<file path="src/shared/crt_timing_pkg.sv">
package crt_timing_pkg;

	// ----------------------------------------------------------------
	// Register indices (data port, selected by the index register)
	// ----------------------------------------------------------------
	localparam logic [5:0] IDX_HTOTAL       = 6'h00;
	localparam logic [5:0] IDX_HDISP_END    = 6'h01;
	localparam logic [5:0] IDX_HBLANK_START = 6'h02;
	localparam logic [5:0] IDX_HBLANK_END   = 6'h03;
	localparam logic [5:0] IDX_HRET_START   = 6'h04;
	localparam logic [5:0] IDX_HRET_END     = 6'h05;
	localparam logic [5:0] IDX_VTOTAL_LOW   = 6'h06;
	localparam logic [5:0] IDX_OVERFLOW     = 6'h07;
	localparam logic [5:0] IDX_PRESET_ROW   = 6'h08;
	localparam logic [5:0] IDX_VRET_START   = 6'h10;
	localparam logic [5:0] IDX_VRET_END     = 6'h11;

	// ----------------------------------------------------------------
	// Field positions
	// ----------------------------------------------------------------
	localparam int HBE_COMPAT_BIT   = 7;
	localparam int HBE_SKEW_HI      = 6;
	localparam int HBE_SKEW_LO      = 5;
	localparam int HBE_LOW_HI       = 4;
	localparam int HRE_HBE5_BIT     = 7;
	localparam int HRE_DELAY_HI     = 6;
	localparam int HRE_DELAY_LO     = 5;
	localparam int HRE_END_HI       = 4;
	localparam int OVF_VTOTAL8      = 0;
	localparam int OVF_VDE8         = 1;
	localparam int OVF_VRS8         = 2;
	localparam int OVF_VBS8         = 3;
	localparam int OVF_LCMP8        = 4;
	localparam int OVF_VTOTAL9      = 5;
	localparam int OVF_VDE9         = 6;
	localparam int OVF_VRS9         = 7;
	localparam int PRS_PAN_HI       = 6;
	localparam int PRS_PAN_LO       = 5;
	localparam int PRS_ROW_HI       = 4;
	localparam int VRE_PROTECT_BIT  = 7;

	// ----------------------------------------------------------------
	// Reset values and timing constants
	// ----------------------------------------------------------------
	localparam logic [7:0] REG_RESET      = 8'h00;
	localparam logic [7:0] HTOTAL_OFFSET  = 8'h04;
	localparam logic [3:0] CHAR_DIV       = 4'h8;
	localparam logic [4:0] ROW_MAX        = 5'h1F;
	localparam logic [2:0] PAN_SHIFT      = 3'h3;
	localparam int         SKEW_DEPTH     = 3;

endpackage : crt_timing_pkg

</file>
<file path="src/crt_raster_timing_regs.sv">
`timescale 1ns/10ps
module crt_raster_timing_regs
	import crt_timing_pkg::*;
(
	input  wire logic        mclk,
	input  wire logic        rst,
	input  wire logic        ioWr,
	input  wire logic        ioRd,
	input  wire logic        ioSelData,
	input  wire logic [7:0]  ioWdata,
	input  wire logic        extProtect,
	input  wire logic [15:0] lightPenAddr,
	input  wire logic        vRetraceDone,
	output logic      [7:0]  ioRdata_r,
	output logic      [7:0]  charCount_r,
	output logic             hDispEn_r,
	output logic             hBlank_r,
	output logic             hSync_r,
	output logic             lineEnd_r,
	output logic      [9:0]  vTotal_r,
	output logic      [1:0]  vRetraceStartHi_r,
	output logic      [1:0]  vDispEndHi_r,
	output logic             vBlankStart8_r,
	output logic             lineCompare8_r,
	output logic      [4:0]  rowScan_r,
	output logic      [1:0]  bytePan_r,
	output logic      [4:0]  panPixels_r
);

	// ----------------------------------------------------------------
	// Register file
	// ----------------------------------------------------------------
	logic [5:0] crtIndex_r,  crtIndex_nxt;
	logic [7:0] hTotal_r,    hTotal_nxt;
	logic [7:0] hDispEnd_r,  hDispEnd_nxt;
	logic [7:0] hblank_start_r,           hblank_start_nxt;
	logic [7:0] hblank_end_and_skew_r,    hblank_end_and_skew_nxt;
	logic [7:0] hretrace_start_r,         hretrace_start_nxt;
	logic [7:0] hretrace_end_and_delay_r, hretrace_end_and_delay_nxt;
	logic [7:0] vertical_total_low_r,     vertical_total_low_nxt;
	logic [7:0] vertical_overflow_r,      vertical_overflow_nxt;
	logic [7:0] preset_row_and_byte_pan_r, preset_row_and_byte_pan_nxt;
	logic [7:0] vretrace_start_r,         vretrace_start_nxt;
	logic [7:0] vretrace_end_r,           vretrace_end_nxt;
	logic [7:0] rdData_nxt;
	logic       timingProt;
	logic       dataWr;

	assign dataWr = ioWr & ioSelData;
	assign timingProt = extProtect | vretrace_end_r[VRE_PROTECT_BIT];

	always_comb begin
		crtIndex_nxt                = crtIndex_r;
		hTotal_nxt                  = hTotal_r;
		hDispEnd_nxt                = hDispEnd_r;
		hblank_start_nxt            = hblank_start_r;
		hblank_end_and_skew_nxt     = hblank_end_and_skew_r;
		hretrace_start_nxt          = hretrace_start_r;
		hretrace_end_and_delay_nxt  = hretrace_end_and_delay_r;
		vertical_total_low_nxt      = vertical_total_low_r;
		vertical_overflow_nxt       = vertical_overflow_r;
		preset_row_and_byte_pan_nxt = preset_row_and_byte_pan_r;
		vretrace_start_nxt          = vretrace_start_r;
		vretrace_end_nxt            = vretrace_end_r;
		if (ioWr && !ioSelData) begin
			crtIndex_nxt = ioWdata[5:0];
		end
		if (dataWr) begin
			if (crtIndex_r == IDX_HTOTAL && !timingProt) begin
				hTotal_nxt = ioWdata;
			end else if (crtIndex_r == IDX_HDISP_END && !timingProt) begin
				hDispEnd_nxt = ioWdata;
			end else if (crtIndex_r == IDX_HBLANK_START && !timingProt) begin
				hblank_start_nxt = ioWdata;
			end else if (crtIndex_r == IDX_HBLANK_END && !timingProt) begin
				hblank_end_and_skew_nxt = ioWdata;
			end else if (crtIndex_r == IDX_HRET_START && !timingProt) begin
				hretrace_start_nxt = ioWdata;
			end else if (crtIndex_r == IDX_HRET_END && !timingProt) begin
				hretrace_end_and_delay_nxt = ioWdata;
			end else if (crtIndex_r == IDX_VTOTAL_LOW && !timingProt) begin
				vertical_total_low_nxt = ioWdata;
			end else if (crtIndex_r == IDX_OVERFLOW) begin
				// line-compare bit only sees extension protect
				if (!extProtect) begin
					vertical_overflow_nxt[OVF_LCMP8] = ioWdata[OVF_LCMP8];
				end
				if (!timingProt) begin
					vertical_overflow_nxt[OVF_VRS9:OVF_VTOTAL9] = ioWdata[OVF_VRS9:OVF_VTOTAL9];
					vertical_overflow_nxt[OVF_VBS8:OVF_VTOTAL8] = ioWdata[OVF_VBS8:OVF_VTOTAL8];
				end
			end else if (crtIndex_r == IDX_PRESET_ROW && !extProtect) begin
				preset_row_and_byte_pan_nxt = {1'b0, ioWdata[PRS_PAN_HI:0]};
			end else if (crtIndex_r == IDX_VRET_START) begin
				vretrace_start_nxt = ioWdata;
			end else if (crtIndex_r == IDX_VRET_END) begin
				vretrace_end_nxt = ioWdata;
			end
		end
	end

	// ----------------------------------------------------------------
	// Read data
	// ----------------------------------------------------------------
	always_comb begin
		rdData_nxt = ioRdata_r;
		if (ioRd && !ioSelData) begin
			rdData_nxt = {2'b00, crtIndex_r};
		end else if (ioRd) begin
			if (crtIndex_r == IDX_HTOTAL) begin
				rdData_nxt = hTotal_r;
			end else if (crtIndex_r == IDX_HDISP_END) begin
				rdData_nxt = hDispEnd_r;
			end else if (crtIndex_r == IDX_HBLANK_START) begin
				rdData_nxt = hblank_start_r;
			end else if (crtIndex_r == IDX_HBLANK_END) begin
				rdData_nxt = hblank_end_and_skew_r;
			end else if (crtIndex_r == IDX_HRET_START) begin
				rdData_nxt = hretrace_start_r;
			end else if (crtIndex_r == IDX_HRET_END) begin
				rdData_nxt = hretrace_end_and_delay_r;
			end else if (crtIndex_r == IDX_VTOTAL_LOW) begin
				rdData_nxt = vertical_total_low_r;
			end else if (crtIndex_r == IDX_OVERFLOW) begin
				rdData_nxt = vertical_overflow_r;
			end else if (crtIndex_r == IDX_PRESET_ROW) begin
				rdData_nxt = preset_row_and_byte_pan_r;
			end else if (crtIndex_r == IDX_VRET_START) begin
				rdData_nxt = hblank_end_and_skew_r[HBE_COMPAT_BIT] ? vretrace_start_r
				                                                   : lightPenAddr[15:8];
			end else if (crtIndex_r == IDX_VRET_END) begin
				rdData_nxt = hblank_end_and_skew_r[HBE_COMPAT_BIT] ? vretrace_end_r
				                                                   : lightPenAddr[7:0];
			end else begin
				rdData_nxt = 8'h00;
			end
		end
	end

	always_ff @(posedge mclk) begin
		if (rst) begin
			crtIndex_r                <= 6'h00;
			hTotal_r                  <= REG_RESET;
			hDispEnd_r                <= REG_RESET;
			hblank_start_r            <= REG_RESET;
			hblank_end_and_skew_r     <= REG_RESET;
			hretrace_start_r          <= REG_RESET;
			hretrace_end_and_delay_r  <= REG_RESET;
			vertical_total_low_r      <= REG_RESET;
			vertical_overflow_r       <= REG_RESET;
			preset_row_and_byte_pan_r <= REG_RESET;
			vretrace_start_r          <= REG_RESET;
			vretrace_end_r            <= REG_RESET;
			ioRdata_r                 <= 8'h00;
		end else begin
			crtIndex_r                <= crtIndex_nxt;
			hTotal_r                  <= hTotal_nxt;
			hDispEnd_r                <= hDispEnd_nxt;
			hblank_start_r            <= hblank_start_nxt;
			hblank_end_and_skew_r     <= hblank_end_and_skew_nxt;
			hretrace_start_r          <= hretrace_start_nxt;
			hretrace_end_and_delay_r  <= hretrace_end_and_delay_nxt;
			vertical_total_low_r      <= vertical_total_low_nxt;
			vertical_overflow_r       <= vertical_overflow_nxt;
			preset_row_and_byte_pan_r <= preset_row_and_byte_pan_nxt;
			vretrace_start_r          <= vretrace_start_nxt;
			vretrace_end_r            <= vretrace_end_nxt;
			ioRdata_r                 <= rdData_nxt;
		end
	end

	// ----------------------------------------------------------------
	// Character clock divider and horizontal counter
	// ----------------------------------------------------------------
	logic [3:0] divCount_r, divCount_nxt;
	logic       charEn_r,   charEn_nxt;
	logic [7:0] count_nxt;
	logic       lineEnd_nxt;
	logic [5:0] hBlankEnd;
	logic       dispRaw_r,  dispRaw_nxt;
	logic       blankRaw_r, blankRaw_nxt;
	logic       syncRaw_r,  syncRaw_nxt;

	// six-bit end assembled from two registers
	assign hBlankEnd = {hretrace_end_and_delay_r[HRE_HBE5_BIT],
	                    hblank_end_and_skew_r[HBE_LOW_HI:0]};

	always_comb begin
		charEn_nxt   = 1'b0;
		divCount_nxt = divCount_r + 4'h1;
		if (divCount_r == CHAR_DIV - 4'h1) begin
			divCount_nxt = 4'h0;
			charEn_nxt   = 1'b1;
		end
		count_nxt    = charCount_r;
		lineEnd_nxt  = 1'b0;
		dispRaw_nxt  = dispRaw_r;
		blankRaw_nxt = blankRaw_r;
		syncRaw_nxt  = syncRaw_r;
		if (charEn_r) begin
			if (charCount_r == hTotal_r + HTOTAL_OFFSET) begin
				count_nxt   = 8'h00;
				lineEnd_nxt = 1'b1;
				dispRaw_nxt = 1'b1;
			end else begin
				count_nxt = charCount_r + 8'h01;
			end
			if (charCount_r == hDispEnd_r) begin
				dispRaw_nxt = 1'b0;
			end
			// flags follow the count being entered and survive the wrap
			if (blankRaw_r && count_nxt[5:0] == hBlankEnd) begin
				blankRaw_nxt = 1'b0;
			end
			if (count_nxt == hblank_start_r) begin
				blankRaw_nxt = 1'b1;
			end
			if (syncRaw_r && count_nxt[4:0] == hretrace_end_and_delay_r[HRE_END_HI:0]) begin
				syncRaw_nxt = 1'b0;
			end
			if (count_nxt == hretrace_start_r) begin
				syncRaw_nxt = 1'b1;
			end
		end
	end

	// ----------------------------------------------------------------
	// Skew pipelines and outputs
	// ----------------------------------------------------------------
	logic [SKEW_DEPTH-1:0] dispPipe_r, dispPipe_nxt;
	logic [SKEW_DEPTH-1:0] syncPipe_r, syncPipe_nxt;
	logic [SKEW_DEPTH:0]   dispTaps,   syncTaps;
	logic [1:0]            deSkew,     hrDelay;
	logic                  dispOut_nxt, syncOut_nxt;

	assign deSkew   = hblank_end_and_skew_r[HBE_SKEW_HI:HBE_SKEW_LO];
	assign hrDelay  = hretrace_end_and_delay_r[HRE_DELAY_HI:HRE_DELAY_LO];
	assign dispTaps = {dispPipe_r, dispRaw_r};
	assign syncTaps = {syncPipe_r, syncRaw_r};

	always_comb begin
		dispPipe_nxt = dispPipe_r;
		syncPipe_nxt = syncPipe_r;
		if (charEn_r) begin
			dispPipe_nxt = {dispPipe_r[SKEW_DEPTH-2:0], dispRaw_r};
			syncPipe_nxt = {syncPipe_r[SKEW_DEPTH-2:0], syncRaw_r};
		end
		dispOut_nxt = dispTaps[deSkew];
		syncOut_nxt = syncTaps[hrDelay];
	end

	// ----------------------------------------------------------------
	// Row scan and byte pan
	// ----------------------------------------------------------------
	logic [4:0] rowScan_nxt;
	logic [1:0] panField;

	assign panField = preset_row_and_byte_pan_r[PRS_PAN_HI:PRS_PAN_LO];

	always_comb begin
		rowScan_nxt = rowScan_r;
		if (vRetraceDone) begin
			rowScan_nxt = preset_row_and_byte_pan_r[PRS_ROW_HI:0];
		end else if (lineEnd_r) begin
			// Cell height lives elsewhere; free-run rolls over past 1Fh
			rowScan_nxt = (rowScan_r == ROW_MAX) ? 5'h00 : rowScan_r + 5'h01;
		end
	end

	always_ff @(posedge mclk) begin
		if (rst) begin
			divCount_r        <= 4'h0;
			charEn_r          <= 1'b0;
			charCount_r       <= 8'h00;
			lineEnd_r         <= 1'b0;
			dispRaw_r         <= 1'b0;
			blankRaw_r        <= 1'b0;
			syncRaw_r         <= 1'b0;
			dispPipe_r        <= '0;
			syncPipe_r        <= '0;
			hDispEn_r         <= 1'b0;
			hBlank_r          <= 1'b0;
			hSync_r           <= 1'b0;
			rowScan_r         <= 5'h00;
			bytePan_r         <= 2'b00;
			panPixels_r       <= 5'h00;
			vTotal_r          <= 10'h000;
			vRetraceStartHi_r <= 2'b00;
			vDispEndHi_r      <= 2'b00;
			vBlankStart8_r    <= 1'b0;
			lineCompare8_r    <= 1'b0;
		end else begin
			divCount_r  <= divCount_nxt;
			charEn_r    <= charEn_nxt;
			charCount_r <= count_nxt;
			lineEnd_r   <= lineEnd_nxt;
			dispRaw_r   <= dispRaw_nxt;
			blankRaw_r  <= blankRaw_nxt;
			syncRaw_r   <= syncRaw_nxt;
			dispPipe_r  <= dispPipe_nxt;
			syncPipe_r  <= syncPipe_nxt;
			hDispEn_r   <= dispOut_nxt;
			hBlank_r    <= blankRaw_nxt;
			hSync_r     <= syncOut_nxt;
			rowScan_r   <= rowScan_nxt;
			bytePan_r   <= panField;
			panPixels_r <= {panField, PAN_SHIFT'(0)};
			vTotal_r    <= {vertical_overflow_nxt[OVF_VTOTAL9],
			                vertical_overflow_nxt[OVF_VTOTAL8], vertical_total_low_nxt};
			vRetraceStartHi_r <= {vertical_overflow_nxt[OVF_VRS9], vertical_overflow_nxt[OVF_VRS8]};
			vDispEndHi_r      <= {vertical_overflow_nxt[OVF_VDE9], vertical_overflow_nxt[OVF_VDE8]};
			vBlankStart8_r    <= vertical_overflow_nxt[OVF_VBS8];
			lineCompare8_r    <= vertical_overflow_nxt[OVF_LCMP8];
		end
	end

endmodule : crt_raster_timing_regs

</file>
<file path="config.mk">
export PLATFORM = sky130hd
export DESIGN_NAME = crt_raster_timing_regs
export DESIGN_NICKNAME = d
export VERILOG_FILES = /design/src/shared/crt_timing_pkg.sv /design/src/crt_raster_timing_regs.sv
export SDC_FILE = /design/constraint.sdc
export NUM_CORES = 1
export LEC_CHECK = 0
export CORE_ASPECT_RATIO = 0.8
export CORE_MARGIN = 8
export CORE_UTILIZATION = 40
export CTS_CLUSTER_DIAMETER = 50
export DETAILED_ROUTE_END_ITERATION = 16
export DONT_BUFFER_PORTS = 1
export PLACE_DENSITY = 0.57
export SETUP_SLACK_MARGIN = 0.2
export SYNTH_ARGS = -nofsm -noshare
export SYNTH_HDL_FRONTEND = slang
export SYNTH_SLANG_ARGS = --single-unit
</file>
<file path="constraint.sdc">
create_clock -name mclk -period 8 [get_ports mclk]
set_clock_uncertainty 0.2 [all_clocks]
set_input_delay 0.8 -clock mclk [delete_from_list [all_inputs] [get_ports mclk]]
set_output_delay 0.8 -clock mclk [all_outputs]
set_load 0.03 [all_outputs]
</file>
Yosys cells after proc, flatten, opt, wreduce, memory -nomap -nowiden
Index checks and enable logic that the tools add are counted.
Word-level totals
  register bits after elaboration: 152
  latch bits: 0
  bits in writable memories: 0
  bits in read-only memories: 0
  memories kept: 0
Operators by class
  add/subtract/negate cells: 4
  $mul: 0
  div/mod/pow operators: 0
  magnitude comparators: 2
  equality and inequality tests: 18
  shifts and indexed selects: 0
  mux-type cells: 52
  bitwise logic cells: 13
  reductions and logical operators: 36
Operators by type and width (number)
  $mux W8: 32
  $eq A8 B8 Y1: 4
  $eq A6 B3 Y1 const B: 4
  $mux W5: 3
  $eq A6 B2 Y1 const B: 2
  $eq A6 B5 Y1 const B: 2
  $logic_and A1 B1 Y1: 12
  $mux W6: 2
  $reduce_and A12 Y1: 1
  $mux W1: 11
  $not A1 Y1: 11
  $reduce_and A11 Y1: 1
  $reduce_and A10 Y1: 1
  $reduce_bool A2 Y1: 5
  $add A8 B1 Y8 const B: 1
  $add A8 B3 Y8 const B: 1
  $reduce_and A2 Y1: 4
  $reduce_and A7 Y1: 1
  $eq A6 B1 Y1 const B: 1
  $eq A6 B4 Y1 const B: 1
  $eq A6 B6 Y1: 1
  $logic_not A6 Y1: 1
  $lt A2 B3 Y1 const B: 2
  $reduce_and A6 Y1: 1
  15 further kinds: 20

Logic depth before layout (Yosys ltp)
Gate-level depths: netlist of run 1.
  depth after elaboration: 14
  gate-level depth with buffers: 11

Worst setup path after synthesis of run 1
No wires, ideal clock.
  path kind: reg-to-reg
  start point: register charCount_r[3]
  end point: register blankRaw_r
  library setup time: 133 ps
  arrival time: 2334 ps
  path slack: 5333 ps
  cell stages (with the launch flop): 11
  buffers on the path: 2
  cell sequence: dfxtp_1 -> clkbuf_1 -> xnor2_1 -> nand4_1 -> nor4b_1 -> and2_1 -> buf_2 -> nor2_1 -> xor2_1 -> nor4b_1 -> o32ai_1
Between the ends
  cells in the longest elaborated chain, start to end: 7
  elaborated cells on any way between the ends: 10
Ends and longest elaborated chain
  from (decl): line crt_raster_timing_regs.sv:15  | output logic [7:0] charCount_r,
  from (signal assigned): line crt_raster_timing_regs.sv:295  | charCount_r <= count_nxt;
  $add A8 B1 Y8 / $eq A8 B8 Y1 (equally long branches): line crt_raster_timing_regs.sv:206, crt_raster_timing_regs.sv:201
  $mux W8 *: line crt_raster_timing_regs.sv:201  | if (charCount_r == hTotal_r + HTOTAL_OFFSET) begin
  $mux W8 *: line crt_raster_timing_regs.sv:200  | if (charEn_r) begin
  $eq A6 B6 Y1: line crt_raster_timing_regs.sv:212  | if (blankRaw_r && count_nxt[5:0] == hBlankEnd) begin
  $logic_and A1 B1 Y1: line crt_raster_timing_regs.sv:212
  $reduce_bool A2 Y1 (no line)
  $reduce_and A2 Y1 (no line)
  to (signal assigned): line crt_raster_timing_regs.sv:298  | blankRaw_r <= blankRaw_nxt;
  to (decl): line crt_raster_timing_regs.sv:181  | logic blankRaw_r, blankRaw_nxt;
Mark *: on every way between the ends. The rest lies on a longest branch, timed or not. The select of a mux whose other input is x is not followed.
A chain may end at the register's enable or synchronous reset.

Worst setup path in the final report of run 1
  start point: register crtIndex_r[1]
  end point: register ioRdata_r[5]
Between the ends
  cells in the longest elaborated chain, start to end: 14
  elaborated cells on any way between the ends: 24
Ends and longest elaborated chain
  from (decl): line crt_raster_timing_regs.sv:33  | logic [5:0] crtIndex_r, crtIndex_nxt;
  from (signal assigned): line crt_raster_timing_regs.sv:156  | crtIndex_r <= crtIndex_nxt;
  $eq A6 B5 Y1: line crt_raster_timing_regs.sv:131  | end else if (crtIndex_r == IDX_VRET_END) begin
  $mux W8: line crt_raster_timing_regs.sv:131
  $mux W8: line crt_raster_timing_regs.sv:128  | end else if (crtIndex_r == IDX_VRET_START) begin
  $mux W8: line crt_raster_timing_regs.sv:126  | end else if (crtIndex_r == IDX_PRESET_ROW) begin
  $mux W8: line crt_raster_timing_regs.sv:124  | end else if (crtIndex_r == IDX_OVERFLOW) begin
  $mux W8: line crt_raster_timing_regs.sv:122  | end else if (crtIndex_r == IDX_VTOTAL_LOW) begin
  $mux W8: line crt_raster_timing_regs.sv:120  | end else if (crtIndex_r == IDX_HRET_END) begin
  $mux W8: line crt_raster_timing_regs.sv:118  | end else if (crtIndex_r == IDX_HRET_START) begin
  $mux W8: line crt_raster_timing_regs.sv:116  | end else if (crtIndex_r == IDX_HBLANK_END) begin
  $mux W8: line crt_raster_timing_regs.sv:114  | end else if (crtIndex_r == IDX_HBLANK_START) begin
  $mux W8: line crt_raster_timing_regs.sv:112  | end else if (crtIndex_r == IDX_HDISP_END) begin
  $mux W8 *: line crt_raster_timing_regs.sv:110  | if (crtIndex_r == IDX_HTOTAL) begin
  $mux W6 *: line crt_raster_timing_regs.sv:109  | end else if (ioRd) begin
  $mux W6 *: line crt_raster_timing_regs.sv:107  | if (ioRd && !ioSelData) begin
  to (signal assigned): line crt_raster_timing_regs.sv:168  | ioRdata_r <= rdData_nxt;
  to (decl): line crt_raster_timing_regs.sv:14  | output logic [7:0] ioRdata_r,
Marks and branches as above.

==> metrics, run 1 <==
status complete, no violations; Synth Area in Compound Gates 0.170; number of diodes 0; Core ar. 17200 um2; Period minus WS final between 3 and 4 ns; CTS Buffer Depth 2; post-layout instance area 7530 um2; met2 GRT Util 0.286; # resized after CTS 0; FFs w/ async S/R, synth 0; Max Fclk 272 MHz; sequential area share after synthesis 0.384; Max-cap violations 0; post-CTS setup buffers 0; WL per Instance roughly 21 um; DIE HEIGHT between 100 and 150 um; mapped cell area 6940 um2; Main synth FF type dfxtp_1; final worst-path cycle share 0.460; mux cell area share after synthesis 0.121; P_leak 0.00252 uW; min-delay src rst; Endpoint, Worst Hold dispPipe_r[2]; Worst-path clk slew 0.06 ns; share of the synthesized area in the top cell type 0.384; Synth Area in Adders 0.00902; Worst Setup Start Kind flop; worst reg-to-reg path cell count 7; largest area contributor in the netlist dfxtp_1; GRT Total Usage 0.207; # port buffers 0; unique cell type count in the Yosys netlist between 60 and 70; ranking of synthesized cells by area dfxtp_1 (38%), mux2i_1 (10%), a21oi_1 (7.6%); register area between 2000 and 3000 um2; Max H-tree Level 4; Slew Limit Fails 0; EDFF count, synth 0; Final Hold Viols 0; Nets between 800 and 900; share of layout cells above drive strength 1 0.0633; first-pass GRT wire length about 35000 um; largest net degree at the start of global routing 129; # hold bufs at CTS 0; Multi-input gate area 3920 um2; IO Count 79; initial antenna violation count 0; Synth Warn # 0; crit path max fanout 25; flop-to-flop setup slack 4.32 ns; Initial Utilization 0.404; Max VDD drop between 100 and 150 uV; final WL 22300 um; row count 43; GR Util met3 0.0714; antenna-violating nets left 0; CP Class flop to flop; slew of the pin with the lowest slew margin 1.08 ns; Synth Area per Inst 8.12 um2; largest family of logic cells by synthesized area simple AND/OR/NAND/NOR gates; vias 6164; critical path cell sequence nor2b_1 -> nand2_1 -> o221ai_1 -> a31oi_1 -> a311oi_1 -> o2111ai_1 -> a31oi_1; met1 usage 0.299; RSZ-0062 raised after global routing no; Die X between 150 and 200 um; DIE AREA roughly 22000 um2; arrival time worst endpoint ~3.8 ns; hold path depth 1; critical path's most frequent cell a31oi_1; Clock Tree Root clkbuf_16; Via density 5.89; Worst R2R Start crtIndex_r[1]; CTS tree done; HP Class input port to flop; CTS buffer count 17; DR pass1 iterations 5; Synth Area in XOR/XNOR 0.0404; Clk Latency, worst-skew pair 0.43 ns; Sink Count 133; Syn-to-layout area delta 8.61%; CP max-delay cell nor2b_1; Fin Setup TNS 0 ns; final cell count without fillers 1046; placed cells slightly above 1000; DRC 0; Initial DRC Count 782; Cells after Synth approximately 850; Worst path max stage delay about 1 ns; Synth Register Bits roughly 130; PwrDens 204 nW/um2; global route total overflow 0; Fillers 1713; PnR Total Power between 1500 and 2000 uW; Final GP Congestion 0.870; Worst setup EP type flop; relative slew slack 0.277; FF-to-FF End ioRdata_r[5]; Final HPWL DP around 16000 um; Crit path buffers/inverters 0; simple-gate area share of the yosys netlist 0.223; family with the most delay on the worst path simple AND/OR/NAND/NOR gates; vias in the first global route approximately 5600; Placed Area 6950 um2; final setup fails 0; Critical Path RT 8.15 ns; gr busiest metal met1
-- report_power, final --
part           switching [uW]  internal (uW)  total, uW
sequential               17.1            670        687
clock                     302            474        776
combinational            47.6           28.2       75.8
-- logic make-up (layout without fill, tap and decap cells) --
| kind of cell | Yosys count | count (layout) |
|---|---|---|
| and+or+nand+nor | 326 | 326 |
| AOI/OAI and AO/OA | 197 | 197 |
| DFF | 133 | 133 |
| buffers and inverters | 84 | 49 |
| muxes | 76 | 76 |
| xor gates and xnor gates | 32 | 32 |
| adders and majority gates | 5 | 5 |
| other | 1 | 3 |
-- worst max path at each step --
stage                         from            to  slack (ns)  depth (start not counted)
floorplan           charCount_r[3]    blankRaw_r        5.33                         10
global placement    charCount_r[2]    blankRaw_r        4.48                          8
detailed placement   crtIndex_r[1]  ioRdata_r[5]        4.44                          7
CTS                  crtIndex_r[1]  ioRdata_r[5]        4.39                          7
global route         crtIndex_r[1]  ioRdata_r[5]        4.01                          7
finish               crtIndex_r[1]  ioRdata_r[5]        4.32                          7
-- state kept, by name, summed over array words and instances (netlist names), 4 cells and up --
register	count
charCount_r	8
hDispEnd_r	8
hTotal_r	8
hblank_end_and_skew_r	8
hblank_start_r	8
hretrace_end_and_delay_r	8
hretrace_start_r	8
ioRdata_r	8
vertical_overflow_r	8
vretrace_end_r	8
vretrace_start_r	8
preset_row_and_byte_pan_r	7
vertical_total_low_r	7
crtIndex_r	6
rowScan_r	5
divCount_r	4
-- layout by cell type (no fill, tap or decap), drive strengths merged, types with 5 or more instances in the layout --
cell,synthesis,final
buf,20,6
mux2i,70,70
ha,5,5
clkbuf,53,20
nand2b,8,8
nor2,88,88
nor3,14,14
and2,7,7
a31oi,5,5
nand3,49,49
o31ai,6,6
o221ai,7,7
nor2b,8,8
clkinv,1,7
nand4,7,7
o22a,5,5
dfxtp,133,133
nand2,116,116
xnor2,17,17
o21ai,28,28
inv,10,11
a21oi,105,105
o22ai,11,11
nor4b,7,7
xor2,15,15
mux4,6,6
-- per-stage QoR --
stage / utilization / setup WS, ns / hold WS, ns
finish: 0.439 / 4.32 / 0.246
global placement: 0.405 / 4.48 / 0.239
floorplan: - / 5.33 / 0.229
global route: 0.439 / 4.01 / 0.221
CTS: 0.439 / 4.39 / 0.236
detailed placement: 0.405 / 4.44 / 0.242
-- cell type report --
type / count / area share
clock buffer: 20 / 0.0606
clock inverter: 12 / 0.0171
inverter: 11 / 0.00548
multi-input combinational: 639 / 0.520
sequential: 133 / 0.353
tap: 225 / 0.0374
timing repair buffer: 6 / 0.00598
-- layer usage --
layer  vias to the layer above  wire [um]
li1                       2939          -
met1                      2962      10500
met2                       245       9290
met3                        18       2280
met4                         0        228
met5                         -          0
-- cells in the mapped netlist (4+ instances only) --
cell type  number
xor2_1         15
xnor2_1        17
mux2i_1        70
nor2b_1         8
a21oi_1       105
a31oi_1         5
mux4_2          6
nor3_1         13
nor2_1         88
o31ai_1         6
dfxtp_1       133
o21ai_1         6
nand2_1       116
inv_1           9
o22a_1          5
nor4b_1         6
buf_2           9
nand2b_1        8
nand4_1         7
o22ai_1        11
ha_1            5
o221ai_1        7
o21ai_0        22
clkbuf_1       53
and2_1          7
a221oi_1        4
buf_4           6
nand3_1        49
Note: power is estimated with default switching activity, not from simulation.
==> run 2, diff against run 1 <==
==> constraint.sdc (replaced) <==
create_clock -name mclk -period 3.4 [get_ports mclk]
set_clock_uncertainty 0.2 [all_clocks]
set_input_delay 0.34 -clock mclk [delete_from_list [all_inputs] [get_ports mclk]]
set_output_delay 0.34 -clock mclk [all_outputs]
set_load 0.03 [all_outputs]
==> run 2 against run 1 <==
  * Combinational power grew to 3.5 times the previous value
  * First-iteration DRC count shrank 4.0%
  * Critical endpoint is now ioRdata_r[4]
  * Final cell count grew 3.4%
==> metrics, run 2 (synthesized netlist as in run 1, its figures left out) <==
status complete, no violations; Worst R2R Start crtIndex_r[3]; Final GP Congestion slightly below 0.9; Fillers 1712; IO Count 79; FF-to-FF End ioRdata_r[4]; # resized after CTS 0; row count 43; initial antenna violation count 1; post-layout instance area between 7000 and 8000 um2; Placed Area just over 7000 um2; Post-Route M1 WL between 10000 and 15000 um; Endpoint, Worst Hold vertical_overflow_r[4]; DIE AREA 21800 um2; DIE HEIGHT 134 um; slew of the pin with the lowest slew margin 0.879 ns; DR pass1 iterations 5; RSZ-0062 raised after global routing no; final WL approximately 23000 um; vias in the first global route 5663; PwrDens 485 nW/um2; worst reg-to-reg path cell count 8; Max H-tree Level 4; Worst setup EP type flop; GRT Total Usage 0.213; Core ar. 17200 um2; met2 WL 9520 um; Nets 878; Sink Count 133; HP Class input port to flop; commonest non-fill, non-tap cell in the layout dfxtp_1; Critical Path RT approximately 3.5 ns; global route total overflow 0; Worst Setup Start Kind flop; Clock Tree Root clkbuf_16; CTS buffer count 17; Slew Limit Fails 0; Max VDD drop 327 uV; Initial DRC Count 751; Multi-input gate area between 3000 and 4000 um2; # port buffers 0; arrival time worst endpoint 3.07 ns; Clk Latency, worst-skew pair around 0.43 ns; CTS Buffer Depth 2; share of layout cells above drive strength 1 0.0830; relative slew slack 0.412; Period minus WS final 2.99 ns; Worst-path clk slew roughly 0.06 ns; first-pass GRT wire length 35400 um; met3 wire length 2410 um; crit path max fanout 11; final worst-path cycle share 0.880; antenna-violating nets left 0; vias about 6300; Die X 163 um; Syn-to-layout area delta 13.5%; min-delay src extProtect; WL per Instance 21.3 um; Initial Utilization 0.404; most frequent cells in the layout dfxtp_1 (133), nand2_1 (116), a21oi_1 (105); register area 2660 um2; final setup fails 0; flop-to-flop setup slack 0.41 ns; P_leak 0.00270 uW; DR top layer met4; CTS tree done; Final HPWL DP 15900 um; largest net degree at the start of global routing 129; Fin Setup TNS 0 ns; PnR Total Power approximately 3800 uW; CP Class flop to flop; worst setup path start crtIndex_r[3]; Via density 5.78; post-CTS setup buffers 0; DRC 0; Final Hold Viols 0; Max Fclk approximately 330 MHz; Max-cap violations 0; hold path depth 4
[run 2: changes by cell type in the layout (fill, tap and decap cells not counted), moves of 2 or more]
cell	change
clkbuf_1	+3
diode_2	+2
clkinv_4	-2
buf_4	+21
dlygate4sd3_1	+12
bufinv_16	+2
[run 2: metal layers]
metal  GRT usage  vias up
met4      0.0651        0
met1       0.309     2947
met5           0        -
li1            -     2991
met2       0.288      291
met3      0.0692       29
[run 2: area by class of cell]
class,instances,area share
Antenna cell,2,0.000636
Multi-Input combinational cell,639,0.497
Sequential cell,133,0.338
Tap cell,225,0.0357
Timing Repair Buffer,40,0.0445
Clock buffer,23,0.0594
Clock inverter,9,0.0191
Inverter,11,0.00524
[run 2: critical path: stages, from the launching register on]
cell	delay, ns
dfxtp_1	0.44
or4b_4	0.65
nor3_4	0.40
mux2i_1	0.33
o221ai_1	0.23
a221oi_1	0.28
o21ai_1	0.08
o21ai_1	0.14
a211oi_2	0.09
[run 2: power by group]
part,internal [uW],switching [uW],total (uW)
clock network,1260,683,1940
logic,84.0,182,265
registers,1580,37.0,1610
total,2920,901,3820
[run 2: worst max-delay path by stage]
stage,endpoint
after floorplan,blankRaw_r
after global placement,ioRdata_r[2]
after detailed placement,ioRdata_r[4]
after CTS,ioRdata_r[4]
after global routing,ioRdata_r[0]
final,ioRdata_r[4]
[run 2: repair_timing]
action	4_1_cts	5_1_grt
hold buffers	13	0
setup endpoints to repair	0	0
hold endpoints to repair	131	0
[run 2: through the flow]
stage	hold slack, ns	std cells	setup WS, ns	utilization
2_1_floorplan	0.229	856	0.733	-
3_3_place_gp	0.227	1035	0.508	0.414
3_5_place_dp	0.227	1035	0.521	0.414
4_1_cts	0.0113	1080	0.443	0.459
5_1_grt	0.0607	1081	0.234	0.459
6_report	0.0402	1082	0.407	0.459
